`config.mk`:
```
export PLATFORM = sky130hd
export DESIGN_NAME = fps_sequencer
export DESIGN_NICKNAME = d
export VERILOG_FILES = /design/src/hw/fps_pkg.sv /design/src/hw/fps_sequencer.sv
export SDC_FILE = /design/constraint.sdc
export NUM_CORES = 1
export LEC_CHECK = 0
export BUFFER_PORTS_ARGS = -buffer_cell sky130_fd_sc_hd__buf_2
export CAP_MARGIN = 20
export CORE_MARGIN = 2
export CORE_UTILIZATION = 55
export CTS_CLUSTER_SIZE = 10
export DETAILED_ROUTE_END_ITERATION = 6
export PLACE_DENSITY_LB_ADDON = 0.1
export SETUP_SLACK_MARGIN = 0.4
export SYNTH_ARGS = -nofsm -noshare
export SYNTH_HDL_FRONTEND = slang
export SYNTH_SLANG_ARGS = --single-unit
```
`constraint.sdc`:
```
create_clock -name ref_clk -period 4.4 [get_ports ref_clk]
set_input_delay 0.88 -clock ref_clk [delete_from_list [all_inputs] [get_ports ref_clk]]
set_output_delay 0.88 -clock ref_clk [all_outputs]
set_load 0.05 [all_outputs]
```
`src/hw/fps_pkg.sv`:
```
// Shared constants and types for the flash program status and bypass sequencer.
// Assumes a 16-bit MCU write/read bus and an external flash array with a
// combinational read port.
package fps_pkg;
	localparam int ADDR_W = 16;
	localparam int DATA_W = 16;
	localparam int SEL_W = 20;
	localparam int CNT_W = 16;
	// Instruction bytes and unlock addresses; only the low 12 address bits decode.
	localparam logic [7:0] CMD_UNLOCK1 = 8'hAA;
	localparam logic [7:0] CMD_UNLOCK2 = 8'h55;
	localparam logic [11:0] ADDR_UNLOCK1 = 12'hAAA;
	localparam logic [11:0] ADDR_UNLOCK2 = 12'h554;
	localparam logic [7:0] CMD_PROGRAM = 8'hA0;
	localparam logic [7:0] CMD_ERASE = 8'h80;
	localparam logic [7:0] CMD_SECTOR = 8'h30;
	localparam logic [7:0] CMD_BULK = 8'h10;
	localparam logic [7:0] CMD_BYPASS = 8'h20;
	localparam logic [7:0] CMD_BYP_EXIT1 = 8'h90;
	localparam logic [7:0] CMD_BYP_EXIT2 = 8'h00;
	localparam logic [7:0] CMD_RESET = 8'hF0;
	// Status bit positions in the low byte of a read word.
	localparam int POS_POLL = 7;
	localparam int POS_TOGGLE = 6;
	localparam int POS_ERROR = 5;
	localparam int POS_WINDOW = 3;
	// Timing figures and their cycle counts at the 50 MHz reference clock.
	localparam int CLK_MHZ = 50;
	localparam int PROT_HOLD_US = 100;
	localparam int WINDOW_US = 100;
	localparam int WINDOW_PCT = 20;
	localparam int GAP_US = 80;
	localparam int PROG_TMO_US = 200;
	localparam int PROT_HOLD_CYC = PROT_HOLD_US * CLK_MHZ;
	localparam int WINDOW_CYC = (WINDOW_US * CLK_MHZ * (100 + WINDOW_PCT)) / 100;
	localparam int GAP_CYC = GAP_US * CLK_MHZ;
	localparam int PROG_TMO_CYC = PROG_TMO_US * CLK_MHZ;
	// One bus write as seen after synchronisation.
	typedef struct packed {
		logic [ADDR_W-1:0] addr;
		logic [DATA_W-1:0] data;
		logic [SEL_W-1:0] sel;
	} fps_bus_type;
	typedef enum logic [3:0] {
		S_IDLE, S_UNLOCK1, S_UNLOCK2, S_PROG_WAIT, S_E_UNLOCK0, S_E_UNLOCK1,
		S_E_CMD, S_E_WINDOW, S_PROG_CHECK, S_PROGRAMMING, S_ERASING,
		S_PROT_HOLD, S_ERROR, S_BYPASS, S_BYP_PROG, S_BYP_EXIT
	} fps_state_type;
endpackage : fps_pkg

```
`src/hw/fps_sequencer.sv`:
```
// Flash instruction decoder with program/erase status reporting and bypass mode.
// Assumes bus pins are asynchronous to ref_clk and held stable around strobes,
// and that the array answers array_rdata combinationally from array_addr.
`timescale 1ns/1ps
`default_nettype none
// Operation
// RULE_01: Busy reads return complemented programmed bit.
// RULE_02: Polling valid after fourth/sixth write pulse.
// RULE_03: Erase polls zero, erased data reads one.
// RULE_04: Program to protected sector is ignored.
// RULE_05: All-protected erase: poll low about 100us.
// RULE_06: Toggle bit flips per read while busy.
// RULE_07: After completion toggling stops, data returns.
// RULE_08: Toggle valid after fourth/sixth write pulse.
// RULE_09: All-protected erase: toggle zero about 100us.
// RULE_10: Error bit zero normally, one on failure.
// RULE_11: Error on zero-to-one program or timeout.
// RULE_12: Error cleared only by reset instruction.
// RULE_13: Erase window bit low, then one.
// RULE_14: Host checks completion after each operation.
// RULE_15: Host polling completion and error recheck.
// RULE_16: Host reads erasing sector for status.
// RULE_17: Host toggle checking completion and recheck.
// RULE_18: Host may reread programmed word afterwards.
// RULE_19: Two unlocks then 20h enters bypass.
// RULE_20: Bypass programs with A0h then data.
// RULE_21: Bypass accepts only bypass program, exit.
// RULE_22: Bypass exit is 90h then 00h.
// RULE_23: Unlocks are AAh@AAAh, 55h@554h, selected.
// RULE_24: Invalid sequence or gap returns read mode.
// RULE_25: Protection vector checked before any operation.
module fps_sequencer #(
	parameter int PROT_HOLD_CYC = fps_pkg::PROT_HOLD_CYC,
	parameter int WINDOW_CYC = fps_pkg::WINDOW_CYC,
	parameter int GAP_CYC = fps_pkg::GAP_CYC,
	parameter int PROG_TMO_CYC = fps_pkg::PROG_TMO_CYC
) (
	// Clock and reset
	input wire logic ref_clk,
	input wire logic rst_n,
	// MCU bus pins
	input wire logic [fps_pkg::ADDR_W-1:0] bus_addr,
	input wire logic [fps_pkg::DATA_W-1:0] bus_wdata,
	input wire logic bus_wr_n,
	input wire logic bus_rd_n,
	input wire logic [15:0] primary_sector_selects,
	input wire logic [3:0] secondary_sector_selects,
	output logic [fps_pkg::DATA_W-1:0] bus_rdata,
	output logic bus_rvalid,
	output logic ready_busy_pin,
	// Sector protection, one bit per sector
	input wire logic [fps_pkg::SEL_W-1:0] sector_protect,
	// Flash array side
	output logic [fps_pkg::ADDR_W-1:0] array_addr,
	output logic [fps_pkg::DATA_W-1:0] array_wdata,
	output logic [fps_pkg::SEL_W-1:0] array_sel,
	output logic array_prog,
	output logic array_erase,
	input wire logic [fps_pkg::DATA_W-1:0] array_rdata,
	input wire logic array_done,
	input wire logic array_fail
);
	fps_pkg::fps_bus_type pin_s1;
	fps_pkg::fps_bus_type pin_s2;
	logic [1:0] wr_s1;
	logic [1:0] wr_s2;
	logic wr_q;
	logic rd_q;
	logic wr_evt;
	logic rd_evt;
	fps_pkg::fps_state_type state;
	logic [fps_pkg::CNT_W-1:0] cnt;
	logic in_bypass;
	logic erase_is_erase;
	logic [fps_pkg::DATA_W-1:0] prog_data;
	logic toggle;
	logic window_bit;
	logic rd_pend;
	logic rd_stat;
	logic [7:0] wbyte;
	logic [11:0] waddr;
	logic wsel_any;
	logic prog_conflict;
	logic busy;
	logic cmd_state;
	fps_pkg::fps_state_type rest_state;

	// Two-stage synchronisers for all bus pins; edges are taken from stage two.
	always_ff @(posedge ref_clk or negedge rst_n) begin
		if (!rst_n) begin
			pin_s1 <= '0;
			pin_s2 <= '0;
			wr_s1 <= 2'h3;
			wr_s2 <= 2'h3;
			wr_q <= 1'b1;
			rd_q <= 1'b1;
		end else begin
			pin_s1 <= '{addr: bus_addr, data: bus_wdata,
				sel: {secondary_sector_selects, primary_sector_selects}};
			pin_s2 <= pin_s1;
			wr_s1 <= {bus_rd_n, bus_wr_n};
			wr_s2 <= wr_s1;
			wr_q <= wr_s2[0];
			rd_q <= wr_s2[1];
		end
	end

	// A write is taken on the rising strobe edge, a read on the falling one.
	assign wr_evt = wr_s2[0] && !wr_q;
	assign rd_evt = !wr_s2[1] && rd_q;
	assign wbyte = pin_s2.data[7:0];
	assign waddr = pin_s2.addr[11:0];
	assign wsel_any = |pin_s2.sel;
	assign prog_conflict = |(~array_rdata & prog_data);
	assign rest_state = in_bypass ? fps_pkg::S_BYPASS : fps_pkg::S_IDLE;
	assign busy = (state == fps_pkg::S_PROG_CHECK) || (state == fps_pkg::S_PROGRAMMING) ||
		(state == fps_pkg::S_ERASING) || (state == fps_pkg::S_E_WINDOW) ||
		(state == fps_pkg::S_PROT_HOLD) || (state == fps_pkg::S_ERROR);
	assign cmd_state = (state == fps_pkg::S_UNLOCK1) || (state == fps_pkg::S_UNLOCK2) ||
		(state == fps_pkg::S_PROG_WAIT) || (state == fps_pkg::S_E_UNLOCK0) ||
		(state == fps_pkg::S_E_UNLOCK1) || (state == fps_pkg::S_E_CMD) ||
		(state == fps_pkg::S_BYP_PROG) || (state == fps_pkg::S_BYP_EXIT);

	// Instruction decoder and embedded-operation sequencer; cnt times each state.
	always_ff @(posedge ref_clk or negedge rst_n) begin
		if (!rst_n) begin
			state <= fps_pkg::S_IDLE;
			cnt <= '0;
			in_bypass <= 1'b0;
			erase_is_erase <= 1'b0;
			prog_data <= '0;
			window_bit <= 1'b0;
			array_wdata <= '0;
			array_sel <= '0;
			array_prog <= 1'b0;
			array_erase <= 1'b0;
		end else begin
			array_prog <= 1'b0;
			array_erase <= 1'b0;
			cnt <= (wr_evt || cnt == '1) ? '0 : cnt + 1'b1;
			case (state)
			fps_pkg::S_IDLE: begin
				// RULE_23: first unlock byte
				if (wr_evt && wsel_any && wbyte == fps_pkg::CMD_UNLOCK1 &&
					waddr == fps_pkg::ADDR_UNLOCK1) begin
					state <= fps_pkg::S_UNLOCK1;
				end
			end
			fps_pkg::S_UNLOCK1: begin
				// RULE_23: second unlock byte
				if (wr_evt) begin
					state <= (wsel_any && wbyte == fps_pkg::CMD_UNLOCK2 &&
						waddr == fps_pkg::ADDR_UNLOCK2) ? fps_pkg::S_UNLOCK2 : fps_pkg::S_IDLE;
				end
			end
			fps_pkg::S_UNLOCK2: begin
				// RULE_19: third byte selects program, erase or bypass entry
				if (wr_evt) begin
					case (wbyte)
					fps_pkg::CMD_PROGRAM: state <= fps_pkg::S_PROG_WAIT;
					fps_pkg::CMD_ERASE: state <= fps_pkg::S_E_UNLOCK0;
					fps_pkg::CMD_BYPASS: begin
						in_bypass <= 1'b1;
						state <= fps_pkg::S_BYPASS;
					end
					default: state <= fps_pkg::S_IDLE;
					endcase
				end
			end
			fps_pkg::S_PROG_WAIT, fps_pkg::S_BYP_PROG: begin
				// RULE_04: protected or unselected target is dropped silently
				// RULE_25: protection checked before programming
				if (wr_evt) begin
					if (!wsel_any || |(pin_s2.sel & sector_protect)) begin
						state <= rest_state;
					end else begin
						prog_data <= pin_s2.data;
						array_wdata <= pin_s2.data;
						array_sel <= pin_s2.sel;
						erase_is_erase <= 1'b0;
						state <= fps_pkg::S_PROG_CHECK;
					end
				end
			end
			fps_pkg::S_PROG_CHECK: begin
				// RULE_11: a zero cannot be programmed back to one
				if (prog_conflict) begin
					state <= fps_pkg::S_ERROR;
				end else begin
					array_prog <= 1'b1;
					state <= fps_pkg::S_PROGRAMMING;
				end
			end
			fps_pkg::S_PROGRAMMING: begin
				// RULE_11: internal time-out or array failure flags an error
				if (array_fail || cnt >= fps_pkg::CNT_W'(PROG_TMO_CYC - 1)) begin
					state <= fps_pkg::S_ERROR;
				end else if (array_done) begin
					state <= rest_state;
				end
			end
			fps_pkg::S_E_UNLOCK0: begin
				if (wr_evt) begin
					state <= (wsel_any && wbyte == fps_pkg::CMD_UNLOCK1 &&
						waddr == fps_pkg::ADDR_UNLOCK1) ? fps_pkg::S_E_UNLOCK1 : fps_pkg::S_IDLE;
				end
			end
			fps_pkg::S_E_UNLOCK1: begin
				if (wr_evt) begin
					state <= (wsel_any && wbyte == fps_pkg::CMD_UNLOCK2 &&
						waddr == fps_pkg::ADDR_UNLOCK2) ? fps_pkg::S_E_CMD : fps_pkg::S_IDLE;
				end
			end
			fps_pkg::S_E_CMD: begin
				// RULE_25: only unprotected sectors join the erase set
				erase_is_erase <= 1'b1;
				if (wr_evt && wbyte == fps_pkg::CMD_SECTOR && wsel_any) begin
					array_sel <= pin_s2.sel & ~sector_protect;
					window_bit <= 1'b0;
					state <= fps_pkg::S_E_WINDOW;
				end else if (wr_evt && wbyte == fps_pkg::CMD_BULK &&
					waddr == fps_pkg::ADDR_UNLOCK1) begin
					array_sel <= ~sector_protect;
					if (&sector_protect) begin
						state <= fps_pkg::S_PROT_HOLD;
					end else begin
						array_erase <= 1'b1;
						state <= fps_pkg::S_ERASING;
					end
				end else if (wr_evt) begin
					state <= fps_pkg::S_IDLE;
				end
			end
			fps_pkg::S_E_WINDOW: begin
				// RULE_13: more sector commands extend the window and raise the bit
				if (wr_evt && wbyte == fps_pkg::CMD_SECTOR && wsel_any) begin
					array_sel <= array_sel | (pin_s2.sel & ~sector_protect);
					window_bit <= 1'b1;
				end else if (wr_evt) begin
					state <= fps_pkg::S_IDLE;
				end else if (cnt >= fps_pkg::CNT_W'(WINDOW_CYC - 1)) begin
					window_bit <= 1'b1;
					// RULE_05: nothing to erase means a timed protected hold
					if (array_sel == '0) begin
						// The hold is timed from its own start, not from the window's count.
						cnt <= '0;
						state <= fps_pkg::S_PROT_HOLD;
					end else begin
						array_erase <= 1'b1;
						state <= fps_pkg::S_ERASING;
					end
				end
			end
			fps_pkg::S_ERASING: begin
				// RULE_10: erase failure sets the error state
				if (array_fail) begin
					state <= fps_pkg::S_ERROR;
				end else if (array_done) begin
					state <= fps_pkg::S_IDLE;
				end
			end
			fps_pkg::S_PROT_HOLD: begin
				// RULE_09: hold ends after the protected-erase interval
				if (cnt >= fps_pkg::CNT_W'(PROT_HOLD_CYC - 1)) begin
					state <= fps_pkg::S_IDLE;
				end
			end
			fps_pkg::S_ERROR: begin
				// RULE_12: only the reset instruction leaves the error state
				if (wr_evt && wbyte == fps_pkg::CMD_RESET) begin
					in_bypass <= 1'b0;
					state <= fps_pkg::S_IDLE;
				end
			end
			fps_pkg::S_BYPASS: begin
				// RULE_21: other bytes are ignored while bypass is active
				// RULE_20: A0h arms a single-write program
				if (wr_evt && wbyte == fps_pkg::CMD_PROGRAM) begin
					state <= fps_pkg::S_BYP_PROG;
				end else if (wr_evt && wbyte == fps_pkg::CMD_BYP_EXIT1) begin
					state <= fps_pkg::S_BYP_EXIT;
				end
			end
			fps_pkg::S_BYP_EXIT: begin
				// RULE_22: 00h completes the exit, anything else stays in bypass
				if (wr_evt) begin
					in_bypass <= (wbyte != fps_pkg::CMD_BYP_EXIT2);
					state <= (wbyte == fps_pkg::CMD_BYP_EXIT2) ? fps_pkg::S_IDLE : fps_pkg::S_BYPASS;
				end
			end
			default: state <= fps_pkg::S_IDLE;
			endcase
			// RULE_24: an overlong gap between instruction bytes aborts the sequence
			if (cmd_state && !wr_evt && cnt >= fps_pkg::CNT_W'(GAP_CYC - 1)) begin
				state <= rest_state;
			end
		end
	end

	// Toggle flips on each read while busy with a sector selected, except in the protected hold; it rests
	// once the operation completes without error, so two equal reads mean completion.
	always_ff @(posedge ref_clk or negedge rst_n) begin
		if (!rst_n) begin
			toggle <= 1'b0;
		end else if (rd_evt && busy && wsel_any && state != fps_pkg::S_PROT_HOLD) begin
			// RULE_06: flip on each status read
			toggle <= !toggle;
		end
	end

	// Read path: the address is presented one cycle, the word is returned the next.
	always_ff @(posedge ref_clk or negedge rst_n) begin
		if (!rst_n) begin
			array_addr <= '0;
			rd_pend <= 1'b0;
			rd_stat <= 1'b0;
			bus_rdata <= '0;
			bus_rvalid <= 1'b0;
		end else begin
			rd_pend <= rd_evt;
			bus_rvalid <= rd_pend;
			if (rd_evt) begin
				array_addr <= pin_s2.addr;
				// RULE_02: status appears only once the final write was taken
				rd_stat <= busy;
			end else if (wr_evt && (state == fps_pkg::S_PROG_WAIT ||
				state == fps_pkg::S_BYP_PROG)) begin
				array_addr <= pin_s2.addr;
			end
			if (rd_pend && rd_stat) begin
				bus_rdata <= array_rdata;
				// RULE_01: complement of the bit being programmed
				// RULE_03: erase and protected hold report zero
				bus_rdata[fps_pkg::POS_POLL] <= !erase_is_erase && !prog_data[fps_pkg::POS_POLL];
				// RULE_08: toggle reported only in busy states
				bus_rdata[fps_pkg::POS_TOGGLE] <= (state == fps_pkg::S_PROT_HOLD) ? 1'b0 : toggle;
				// RULE_10: error bit reflects the error state
				bus_rdata[fps_pkg::POS_ERROR] <= (state == fps_pkg::S_ERROR);
				bus_rdata[fps_pkg::POS_WINDOW] <= window_bit;
			end else if (rd_pend) begin
				// RULE_07: plain array data once idle
				bus_rdata <= array_rdata;
			end
		end
	end

	// Ready/busy pin is high when no embedded operation runs.
	always_ff @(posedge ref_clk or negedge rst_n) begin
		if (!rst_n) begin
			ready_busy_pin <= 1'b1;
		end else begin
			ready_busy_pin <= !busy || (state == fps_pkg::S_ERROR);
		end
	end

	a_prog_protect: assert property (@(posedge ref_clk) disable iff (!rst_n) // RULE_04
		wr_evt && state == fps_pkg::S_PROG_WAIT && |(pin_s2.sel & sector_protect)
		|=> state == fps_pkg::S_IDLE ##1 !array_prog)
		else $error("program into protected sector was not dropped");
	a_zero_to_one: assert property (@(posedge ref_clk) disable iff (!rst_n) // RULE_11
		state == fps_pkg::S_PROG_CHECK && prog_conflict |=> state == fps_pkg::S_ERROR && !array_prog)
		else $error("zero-to-one program did not raise error");
	a_error_sticky: assert property (@(posedge ref_clk) disable iff (!rst_n) // RULE_12
		state == fps_pkg::S_ERROR && !(wr_evt && wbyte == fps_pkg::CMD_RESET)
		|=> state == fps_pkg::S_ERROR)
		else $error("error state left without reset instruction");
	a_prot_hold_len: assert property (@(posedge ref_clk) disable iff (!rst_n) // RULE_05
		$rose(state == fps_pkg::S_PROT_HOLD) |-> (state == fps_pkg::S_PROT_HOLD)[*8])
		else $error("protected erase hold ended too early");
	a_toggle_stops: assert property (@(posedge ref_clk) disable iff (!rst_n) // RULE_07
		!busy && $past(!busy) |-> $stable(toggle))
		else $error("toggle changed while idle");
	a_poll_erase: assert property (@(posedge ref_clk) disable iff (!rst_n) // RULE_03
		rd_pend && rd_stat && erase_is_erase |=> bus_rvalid && !bus_rdata[fps_pkg::POS_POLL])
		else $error("poll bit not zero during erase");
	a_gap_abort: assert property (@(posedge ref_clk) disable iff (!rst_n) // RULE_24
		cmd_state && !wr_evt && cnt == fps_pkg::CNT_W'(GAP_CYC - 1)
		|=> state == fps_pkg::S_IDLE || state == fps_pkg::S_BYPASS)
		else $error("byte gap did not abort instruction");
	a_bypass_exit: assert property (@(posedge ref_clk) disable iff (!rst_n) // RULE_22
		state == fps_pkg::S_BYP_EXIT && wr_evt && wbyte == fps_pkg::CMD_BYP_EXIT2
		|=> state == fps_pkg::S_IDLE && !in_bypass)
		else $error("bypass exit did not return to read mode");
	a_bypass_enter: assert property (@(posedge ref_clk) disable iff (!rst_n) // RULE_19
		state == fps_pkg::S_UNLOCK2 && wr_evt && wbyte == fps_pkg::CMD_BYPASS
		|=> state == fps_pkg::S_BYPASS && in_bypass)
		else $error("bypass entry not taken");
endmodule : fps_sequencer
`default_nettype wire

```
==> out/summary.log, run 1 <==
qor: outcome.outcome finished clean
qor: timing.setup_total_negative_slack 0 ns
qor: clock_tree.cts_setup_buffers 0
qor: logic_synthesis.post_synth_inst_count 660
qor: timing.timing.hold.ws 0.2818 ns
qor: timing.skew 0.01287 ns
qor: timing.worst_slew_margin_rel 0.4184
qor: logic_synthesis.synth_ff_type dfrtp_1
qor: timing.post-route-period-util 0.6702
qor: die.die_h 125.4 um
qor: die.floorplan.initialDensity 0.5601
qor: global_route.number_of_global_route_vias_before_repair 6010
qor: placement.hpwlAfterDp 13.60 mm
qor: worst_setup_path.critical_path.startpoint_type register
qor: logic_synthesis.synth.net_count 755
qor: detailed_routing.drt_pass1_iterations 5
qor: placement.gp_routability_congestion 0.9147
qor: logic_synthesis.yosysWarnings 0
qor: timing.grt_setup_unrepaired false
qor: logic_synthesis.synth_edf_count 0
qor: detailed_routing.remaining_drc_errors 0
qor: die.design.die.area 15730 um2
qor: run.drv_cap 0
qor: worst_setup_path.worstPathMaxFanout 21
qor: detailed_routing.overall_via_count_from_detail_route 5962
qor: timing.timing_worst_slew_pin_value 0.8724 ns
qor: finish.final_cell_mix dfrtp_1 (201), buf_2 (164), nand2_1 (71)
qor: clock_tree.worst_case_clock_buffer_depth 3
qor: timing.fmax 0.3391 GHz
qor: worst_hold_path.hold_path.class in2async
qor: die.rows 44
qor: worst_setup_path.rr_worst_depth 6
qor: detailed_routing.first_iter_violations 439
qor: global_route.grt_util_all_layers 0.2409
qor: detailed_routing.antenna_violating_nets_post_route 0
qor: logic_synthesis.synth.distinct_cells 66
qor: timing.timing.final.crit_period 2.949 ns
qor: global_route.antenna_found_initial 0
qor: global_route.grt_start_max_net_pins 138
qor: timing.timing_max_transition_violations_final 0
qor: clock_tree.holdBufCountCts 0
qor: clock_tree.cts-htree-levels 1
qor: power.power_leakage 4.638 nW
qor: clock_tree.clkSlewWorstSetupHoldPaths 0.05 ns
qor: detailed_routing.via_per_inst 5.800
qor: finish.syn_to_final_growth 21.92%
qor: logic_synthesis.synth.ff_latch_count 208
qor: detailed_routing.wirelength 19.02 mm
qor: worst_setup_path.crit_type reg2reg
qor: worst_setup_path.timing.critical_path.arrival 3.39 ns
qor: timing.hold_viol 0
qor: placement.buffer_ports.inserted 165
qor: finish.final_nets 928
qor: finish.final_common_cell dfrtp_1
qor: detailed_routing.routed_wire_length_per_instance 18.50 um
qor: worst_setup_path.cp.required 4.84 ns
qor: logic_synthesis.syn_avg_cell_area 12.29 um2
qor: logic_synthesis.synth-seq-area-share 0.6429
qor: global_route.grt_pass1_wl 30.49 mm
qor: power.irDropWorstVdd 0.4305 mV
qor: logic_synthesis.syn_area 8110 um2
qor: die.floorplan.die.width 125.4 um
qor: die.io_pins 166
qor: clock_tree.clock_latency_on_the_worst_skew_pair 0.50 ns
qor: worst_setup_path.endpoint_kind register
qor: clock_tree.ctsRootBufferMaster clkbuf_16
qor: clock_tree.cts-resized-gates 0
qor: finish.number_of_fill_cells 1113
qor: global_route.global_route.overflow_total 0
qor: logic_synthesis.synthArstFlopShare 1.000
qor: clock_tree.clock_sink_count 208
qor: timing.final-setup-viol-count 0
qor: finish.diodes 0
qor: finish.final_layout_size_suffix_gt1_frac 0.3164
qor: power.power-per-cell-area 568.3 nW/um2
qor: clock_tree.tritoncts_buffer_count 25
qor: die.design.core.area 14480 um2
qor: clock_tree.cts_tree built
==> synth_stat cells, types with 4 or more instances <==
| library cell | number | area share |
|---|---|---|
| nand2_1 | 71 | 0.033 |
| dfstp_2 | 7 | 0.023 |
| mux2_2 | 44 | 0.061 |
| buf_2 | 4 | 0.0025 |
| o21ai_0 | 33 | 0.020 |
| dfrtp_1 | 201 | 0.62 |
| nand2b_1 | 5 | 0.0039 |
| nor4_1 | 21 | 0.016 |
| nand3_1 | 12 | 0.0074 |
| and3_1 | 7 | 0.0054 |
| a221oi_1 | 4 | 0.0043 |
| nor3_1 | 5 | 0.0031 |
| inv_1 | 9 | 0.0042 |
| clkbuf_1 | 24 | 0.011 |
| xnor2_1 | 6 | 0.0065 |
| a22oi_1 | 4 | 0.0037 |
| a21oi_1 | 13 | 0.0080 |
| nand4_1 | 13 | 0.010 |
| nor4bb_1 | 4 | 0.0049 |
| a22o_1 | 23 | 0.025 |
| xor2_1 | 10 | 0.011 |
| a2111oi_0 | 4 | 0.0043 |
| nor2_1 | 46 | 0.021 |
| nor2b_1 | 20 | 0.015 |
==> routing by layer <==
layer | global-route usage | vias to the layer above | part of all wire | wire (um)
met5 | 0 | - | 0 | 0
met4 | 0.07516 | 0 | 0.024 | 457
met3 | 0.04493 | 46 | 0.072 | 1362
met2 | 0.3940 | 264 | 0.49 | 9256
met1 | 0.3315 | 2938 | 0.42 | 7943
li1 | - | 2714 | - | -
==> critical path: stages, from the launching register on <==
cell      delay, ns
dfrtp_1        0.68
nand2b_1       0.20
nor3b_1        0.60
nand2_1        0.58
o211ai_1       0.33
buf_4          0.29
a22o_1         0.20
==> cell type report <==
| type | instances | area (um2) | share of cell area |
|---|---|---|---|
| sequential | 208 | 5214 | 0.5273 |
| timing repair buffer | 174 | 922.1 | 0.09326 |
| multi-input combinational | 415 | 2753 | 0.2784 |
| tap | 184 | 230.2 | 0.02328 |
| clock inverter | 2 | 38.79 | 0.003923 |
| inverter | 9 | 33.78 | 0.003416 |
| clock buffer | 36 | 696.9 | 0.07048 |
==> flip-flops by register name, indices dropped and copies added, names as in the netlist, 2 cells and up <==
name and cells:
wr_s2 2, pin_s2 52, bus_rdata 16, wr_s1 2
state 4, array_addr 16, prog_data 16, array_sel 20
cnt 16, pin_s1 52
==> per-stage QoR <==
step	instances	worst slack (ns)	power [mW]	area, um2	utilization
2_1_floorplan	660	1.773	3.385	8110	-
6_report	1028	1.451	5.619	9888	0.6829
4_1_cts	1026	1.539	5.661	9853	0.6805
3_3_place_gp	988	1.300	3.764	9117	0.6297
3_5_place_dp	988	1.232	3.796	9117	0.6297
5_1_grt	1028	1.276	5.869	9888	0.6829
==> final timing paths <==
check | start | end | slack, ns
setup reg to reg | state[1] | array_sel[1] | 1.45
min in group ref_clk | pin_s1[4] | pin_s2[4] | 0.34
hold reg to reg | pin_s1[4] | pin_s2[4] | 0.34
max in group asynchronous | rst_n | pin_s1[33] | 2.89
hold / removal | rst_n | cnt[2] | 0.28
setup / recovery | state[1] | array_sel[1] | 1.45
==> logic make-up (layout without fill, tap and decap cells) <==
family                     Yosys count  in the layout  synth area share
AOI/OAI and AO/OA                  118            118            0.1037
xor gates and xnor gates            16             16           0.01728
adders and majority gates            1              1          0.001542
buffers and inverters               37            221           0.01774
DFF                                208            208            0.6429
muxes                               47             47           0.06480
and+or+nand+nor                    233            233            0.1521
==> power breakdown <==
group | internal [mW] | total (mW) | switching, mW
registers | 2.17 | 2.43 | 0.259
clock network | 1.14 | 1.84 | 0.701
logic | 0.422 | 1.35 | 0.929
(Power assumes the default switching activity.)
==> run 2, diff against run 1 <==
--- a/config.mk
+++ b/config.mk
@@ -8,7 +8,7 @@
 export BUFFER_PORTS_ARGS = -buffer_cell sky130_fd_sc_hd__buf_2
 export CAP_MARGIN = 20
 export CORE_MARGIN = 2
-export CORE_UTILIZATION = 55
+export CORE_UTILIZATION = 49
 export CTS_CLUSTER_SIZE = 10
 export DETAILED_ROUTE_END_ITERATION = 6
 export PLACE_DENSITY_LB_ADDON = 0.1
==> constraint.sdc (replaced) <==
create_clock -name ref_clk -period 2.37 [get_ports ref_clk]
set_input_delay 0.474 -clock ref_clk [delete_from_list [all_inputs] [get_ports ref_clk]]
set_output_delay 0.474 -clock ref_clk [all_outputs]
set_load 0.05 [all_outputs]
==> run 2 against run 1 <==
Clock skew grew 0.0019 ns. Via count grew 3.6%. Sequential share of layout area shrank 5.1 points. Cell area is 11% higher. Hold slack lost 0.24 ns. Utilization decreased by 1.5 points. Largest power group unchanged.
==> out/summary.log, run 2 (synthesis results as in run 1) <==
qor: global_route.grt_pass1_wl 34.25 mm
qor: die.design.die.area 17600 um2
qor: worst_setup_path.cp.required 2.78 ns
qor: worst_setup_path.regToRegStartpoint pin_s2[20]
qor: die.floorplan.die.width 132.7 um
qor: power.p_switching 3.714 mW
qor: detailed_routing.remaining_drc_errors 0
qor: power.power_report.internal_total 7.112 mW
qor: global_route.grt_util_all_layers 0.2440
qor: finish.final_instance_area 10960 um2
qor: clock_tree.tritoncts_buffer_count 25
qor: die.design.core.area 16410 um2
qor: worst_setup_path.critical_path.startpoint_type register
qor: clock_tree.ctsRootBufferMaster clkbuf_16
qor: timing.grt_setup_unrepaired true
qor: finish.final_nets 1003
qor: finish.diodes 0
qor: placement.number_of_instances_in_the_placed_design 1085
qor: timing.timing_worst_slew_pin_value 0.7140 ns
qor: timing.setup_total_negative_slack 0 ns
qor: clock_tree.clkSlewWorstSetupHoldPaths 0.05 ns
qor: finish.biggestRegsByFlops pin_s1: 52 flops, pin_s2: 52 flops, array_sel: 20 flops
qor: timing.post-route-period-util 0.9921
qor: worst_setup_path.timing.reg2reg.setup_slack 0.02 ns
qor: worst_setup_path.worstPathMaxFanout 3
qor: detailed_routing.drt_pass1_iterations 5
qor: die.die_h 132.7 um
qor: global_route.grt_start_max_net_pins 74
qor: power.netSwitchingFraction 0.3431
qor: global_route.global_route.overflow_total 0
qor: placement.gp_routability_congestion 0.9363
qor: clock_tree.clock_sink_count 208
qor: detailed_routing.antenna_violating_nets_post_route 0
qor: placement.hpwlAfterDp 15.04 mm
qor: detailed_routing.first_iter_violations 385
qor: worst_hold_path.hold_path.class in2reg
qor: timing.worst_slew_margin_rel 0.5240
qor: power.finalPower 10.83 mW
qor: placement.buffer_ports.inserted 165
qor: timing.hold_viol 0
qor: detailed_routing.via_per_inst 5.384
qor: global_route.number_of_global_route_vias_before_repair 6444
qor: worst_setup_path.rr_worst_depth 6
qor: worst_setup_path.cp-startpoint pin_s2[20]
qor: run.drv_cap 0
qor: timing.timing.hold.ws 0.04245 ns
qor: detailed_routing.routed_wire_length_per_instance 18.48 um
qor: finish.syn_to_final_growth 35.14%
qor: finish.final_cell_count_without_fillers 1147
qor: finish.final_cell_mix dfrtp_1 (197), buf_2 (164), nand2_1 (70)
qor: global_route.antenna_found_initial 0
qor: placement.post-place-ws -0.3319 ns
qor: power.pwr-share-clk 0.317
qor: die.floorplan.initialDensity 0.4943
qor: worst_setup_path.timing.critical_path.arrival 2.76 ns
qor: outcome.outcome finished clean
qor: finish.layout.core_utilization 0.6680
qor: timing.fmax 0.4253 GHz
qor: power.seq_power_share 0.412
qor: power.power_leakage 5.132 nW
qor: detailed_routing.wirelength 21.20 mm
qor: clock_tree.worst_case_clock_buffer_depth 3
qor: clock_tree.cts-htree-levels 1
qor: die.io_pins 166
qor: detailed_routing.overall_via_count_from_detail_route 6176
qor: clock_tree.cts_tree built
qor: worst_setup_path.critical_path.reg2reg.endpoint state[0]
qor: timing.finalWorstSetupSlack 0.01873 ns
qor: die.rows 47
qor: power.power.share.combinational 0.271
qor: timing.timing.final.crit_period 2.351 ns
qor: clock_tree.clock_latency_on_the_worst_skew_pair 0.53 ns
qor: power.power-per-cell-area 987.8 nW/um2
qor: timing.timing_max_transition_violations_final 0
qor: timing.skew 0.01475 ns
qor: worst_setup_path.crit_path_end state[0]
qor: finish.final_common_cell dfrtp_1
qor: finish.final_layout_size_suffix_gt1_frac 0.4142
qor: worst_hold_path.timing.hold.worst_path_depth 1
qor: power.irDropWorstVdd 0.7769 mV
qor: timing.final-setup-viol-count 0
qor: worst_setup_path.endpoint_kind register
qor: placement.total_cell_area_at_the_placement_stage 9727 um2
qor: worst_setup_path.crit_type reg2reg
[run 2: cell types whose count changed in the layout (fill, tap and decap cells not counted), sizes merged]
| cell | previous run | this run |
|---|---|---|
| bufinv | 1 | 0 |
| clkbuf | 37 | 44 |
| dlygate4sd3 | 0 | 1 |
| buf | 173 | 245 |
| clkinv | 0 | 2 |
| nand2b | 5 | 7 |
[run 2: power by group through the flow]
stage	logic [mW]	clock network, mW	registers, mW
2_1_floorplan	0.955	0	5.35
3_3_place_gp	2.77	0	4.47
3_5_place_dp	2.79	0	4.51
4_1_cts	2.85	3.51	4.46
5_1_grt	3.10	3.66	4.52
6_report	2.93	3.44	4.46
[run 2: area by class of cell]
| class | count | area [um2] |
|---|---|---|
| clock buffer | 43 | 713.2 |
| clock inverter | 3 | 30.03 |
| fill | 1257 | 5446 |
| inverter | 9 | 33.78 |
| multi-input combinational | 417 | 3128 |
| sequential | 208 | 5219 |
| tap | 220 | 275.3 |
| timing repair buffer | 247 | 1562 |
[run 2: what timing repair did]
item                       in CTS  in global routing
hold buffers                    1                  0
pin swaps                      17                 13
hold endpoints to repair       41                  0
cloned                          2                  1
gates resized for setup        53                 28
setup buffers                   4                  8
setup endpoints to repair      61                 72
[run 2: worst max-delay path, cell delays in order, from the launching register on]
cell	delay [ns]
dfrtp_1	0.38
or4_4	0.57
or3_4	0.36
o21a_1	0.23
a211oi_2	0.27
a41oi_2	0.13
a311o_1	0.29
[run 2: metal layers]
metal  global-route usage  share of wire  up-vias
met5                    0              0        -
met4              0.06272          0.022        0
met3              0.04330          0.051       37
met2               0.4076           0.49      197
met1               0.3343           0.44     3061
li1                     -              -     2881
[run 2: worst min-delay path by stage]
stage / slack [ns] / startpoint / endpoint
6_report: 0.04 / bus_wr_n / wr_s1[0]
5_1_grt: 0.03 / bus_wr_n / wr_s1[0]
4_1_cts: 0.03 / primary_sector_selects[8] / pin_s1[8]
3_5_place_dp: 0.33 / pin_s1[24] / pin_s2[24]
3_3_place_gp: 0.33 / pin_s1[2] / pin_s2[2]
2_1_floorplan: 0.18 / rst_n / array_addr[0]
==> run 3, diff against run 2 <==
--- a/config.mk
+++ b/config.mk
@@ -5,10 +5,11 @@
 export SDC_FILE = /design/constraint.sdc
 export NUM_CORES = 1
 export LEC_CHECK = 0
+export ABC_AREA = 1
 export BUFFER_PORTS_ARGS = -buffer_cell sky130_fd_sc_hd__buf_2
 export CAP_MARGIN = 20
 export CORE_MARGIN = 2
-export CORE_UTILIZATION = 49
+export CORE_UTILIZATION = 50
 export CTS_CLUSTER_SIZE = 10
 export DETAILED_ROUTE_END_ITERATION = 6
 export PLACE_DENSITY_LB_ADDON = 0.1
==> run 3 against run 2 <==
Routed wire length up 0.88%. Cell area up 2.4%. Synthesized cell count up 47%. Non-clock buffer count down 37. Clock power down 7.6%. Setup slack better by 0.41 ns. Utilization down 2.1 points. Register-to-register slack better by 0.41 ns. Combinational power down 7.5%. Count of clock-buffer cells in the layout down 7. First-iteration DRC count up 29%. Critical path type unchanged. Largest cell class unchanged. Highest routed layer unchanged.
==> out/summary.log, run 3 <==
qor: outcome.outcome finished clean
qor: worst_setup_path.critical_path.startpoint_type register
qor: worst_setup_path.worstPathMaxFanout 5
qor: finish.final_common_cell nand2_1
qor: logic_synthesis.synth_area_leader_cell dfrtp_1
qor: timing.final-setup-viol-count 0
qor: global_route.antenna_found_initial 0
qor: global_route.global_route.overflow_total 0
qor: die.io_pins 166
qor: finish.syn_to_final_growth 26.20%
qor: logic_synthesis.synth.net_count 1068
qor: timing.timing_max_transition_violations_final 0
qor: global_route.grt_start_max_net_pins 64
qor: worst_setup_path.rr_worst_depth 11
qor: logic_synthesis.synth.distinct_cells 48
qor: worst_setup_path.cp.required 2.76 ns
qor: timing.skew 0.006818 ns
qor: worst_setup_path.endpoint_kind register
qor: clock_tree.cts_tree built
qor: die.floorplan.initialDensity 0.5124
qor: logic_synthesis.syn_avg_cell_area 9.140 um2
qor: logic_synthesis.syn_area 8894 um2
qor: clock_tree.cts-htree-levels 1
qor: detailed_routing.remaining_drc_errors 0
qor: timing.grt_setup_unrepaired true
qor: die.floorplan.die.width 137.4 um
qor: worst_setup_path.critical_path.cell_chain or2_2 > nor2_2 > nand3_2 > buf_6 > buf_4 > nand4_1 > nand4_1 > nor2_1 > nor2_1 > nor2_2 > nor2_1
qor: clock_tree.worst_case_clock_buffer_depth 3
qor: logic_synthesis.synth.ff_latch_count 208
qor: timing.setup_total_negative_slack 0 ns
qor: placement.buffer_ports.inserted 165
qor: logic_synthesis.synthArstFlopShare 1.000
qor: worst_hold_path.hold_path.class in2reg
qor: power.finalPower 10.17 mW
qor: finish.final_cell_mix nand2_1 (243), dfrtp_1 (198), buf_2 (165)
qor: clock_tree.tritoncts_buffer_count 24
qor: detailed_routing.antenna_violating_nets_post_route 0
qor: timing.timing.hold.ws 0.07752 ns
qor: worst_setup_path.timing.critical_path.arrival 2.32 ns
qor: timing.hold_viol 0
qor: worst_setup_path.crit_type reg2reg
qor: die.design.die.area 18870 um2
qor: run.drv_cap 0
qor: power.irDropWorstVdd 0.6534 mV
qor: die.die_h 137.4 um
qor: worst_setup_path.critPathMaxStageDelay 0.38 ns
qor: timing.fmax 0.5159 GHz
qor: worst_hold_path.timing.hold.worst_path_depth 1
qor: detailed_routing.overall_via_count_from_detail_route 7168
qor: placement.gp_routability_congestion 0.9725
qor: logic_synthesis.top_count_cell_post_synth nand2_1
qor: worst_setup_path.critical_path.slowest_cell dfrtp_1
qor: power.power_leakage 5.679 nW
qor: finish.final_nets 1290
qor: logic_synthesis.post_synth_inst_count 973
qor: clock_tree.clock_latency_on_the_worst_skew_pair 0.50 ns
qor: logic_synthesis.top_cell_types_by_occurrence_after_synthesis nand2_1 (252), dfrtp_1 (201), nor2_1 (126)
qor: detailed_routing.first_iter_violations 495
qor: detailed_routing.wirelength 21.38 mm
qor: global_route.number_of_global_route_vias_before_repair 6692
qor: detailed_routing.via_per_inst 5.009
qor: global_route.grt_util_all_layers 0.2180
qor: clock_tree.clock_sink_count 208
qor: clock_tree.ctsRootBufferMaster clkbuf_16
qor: logic_synthesis.synth-seq-area-share 0.5862
qor: placement.hpwlAfterDp 15.20 mm
qor: logic_synthesis.yosysWarnings 0
qor: timing.timing.final.crit_period 1.938 ns
qor: logic_synthesis.synth_edf_count 0
qor: finish.biggestRegsByFlops pin_s1: 52 flops, pin_s2: 52 flops, array_sel: 20 flops
qor: detailed_routing.routed_wire_length_per_instance 14.94 um
qor: die.design.core.area 17360 um2
qor: die.rows 48
qor: logic_synthesis.yosys.area.top_type_share 0.5656
qor: finish.final_layout_size_suffix_gt1_frac 0.2838
qor: worst_setup_path.timing.critical_path.mode_cell nor2_1
qor: timing.post-route-period-util 0.8179
qor: logic_synthesis.synth_top_cells_by_area dfrtp_1 (57%), nand2_1 (11%), nor2_1 (5.3%)
qor: timing.timing_worst_slew_pin_value 0.6518 ns
qor: finish.layout.core_utilization 0.6466
qor: timing.finalWorstSetupSlack 0.4316 ns
qor: logic_synthesis.synth_ff_type dfrtp_1
qor: timing.worst_slew_margin_rel 0.5628
qor: power.power-per-cell-area 905.9 nW/um2
qor: global_route.grt_pass1_wl 32.53 mm
qor: clock_tree.clkSlewWorstSetupHoldPaths 0.05 ns
qor: placement.post-place-ws 0.2402 ns
qor: detailed_routing.drt_pass1_iterations 5
run 3: where the power goes:
part           leakage, nW  internal (mW)  switching (mW)
combinational         2.89          0.743            1.97
sequential            2.47           4.00           0.272
clock                0.321           1.91            1.27
run 3: worst paths after layout:
path / end / from / slack [ns]
max: state[2] / pin_s2[2] / 0.43
min: wr_s1[1] / bus_rd_n / 0.08
max reg2reg: state[2] / pin_s2[2] / 0.43
min reg2reg: pin_s2[14] / pin_s1[14] / 0.34
max in group asynchronous: pin_s2[42] / rst_n / 1.21
min in group asynchronous: array_sel[13] / rst_n / 0.47
run 3: cell type report:
type | count | area (um2)
Fill cell | 1480 | 6133
Sequential cell | 208 | 5218
Multi-Input combinational cell | 627 | 3287
Timing Repair Buffer | 210 | 1296
Clock buffer | 36 | 666.9
Inverter | 124 | 471.7
Tap cell | 225 | 281.5
Antenna cell | 1 | 2.502
run 3: repair_timing:
action / CTS / global route
hold endpoints to repair: 41 / 0
gates resized for setup: 5 / 58
setup endpoints to repair: 41 / 68
hold buffers: 1 / 0
buffers inserted: 1 / 28
pin swaps: 1 / 21
cloned: 0 / 5
run 3: per-stage QoR:
| stage | cells | cell area, um2 |
|---|---|---|
| CTS | 1397 | 10730 |
| global placement | 1359 | 10020 |
| detailed placement | 1359 | 10020 |
| floorplan | 973 | 8894 |
| global route | 1430 | 11220 |
| finish | 1431 | 11220 |
run 3: logic make-up after synthesis:
logic type | after synthesis | synth area share
buffers and inverters | 140 | 0.06739
flip-flops | 208 | 0.5862
multiplexers | 11 | 0.01393
AO/OA/AOI/OAI | 112 | 0.07935
AND/OR/NAND/NOR | 494 | 0.2448
XOR/XNOR | 7 | 0.006894
adder cells (fa/ha/maj) | 1 | 0.001407
run 3: worst max-delay path, delay by kind of cell (launching register included):
| kind | cells | cell delay [ns] |
|---|---|---|
| buf+inv | 2 | 0.31 |
| simple gates | 9 | 1.13 |
| flops | 1 | 0.38 |
run 3: per-layer routing:
metal | routed length, um | GRT usage | vias up | part of all wire
met5 | 0 | 0 | - | 0
met2 | 10130 | 0.3535 | 228 | 0.47
met3 | 1144 | 0.03311 | 44 | 0.054
met4 | 494 | 0.06014 | 0 | 0.023
met1 | 9611 | 0.3072 | 3351 | 0.45
li1 | - | - | 3545 | -
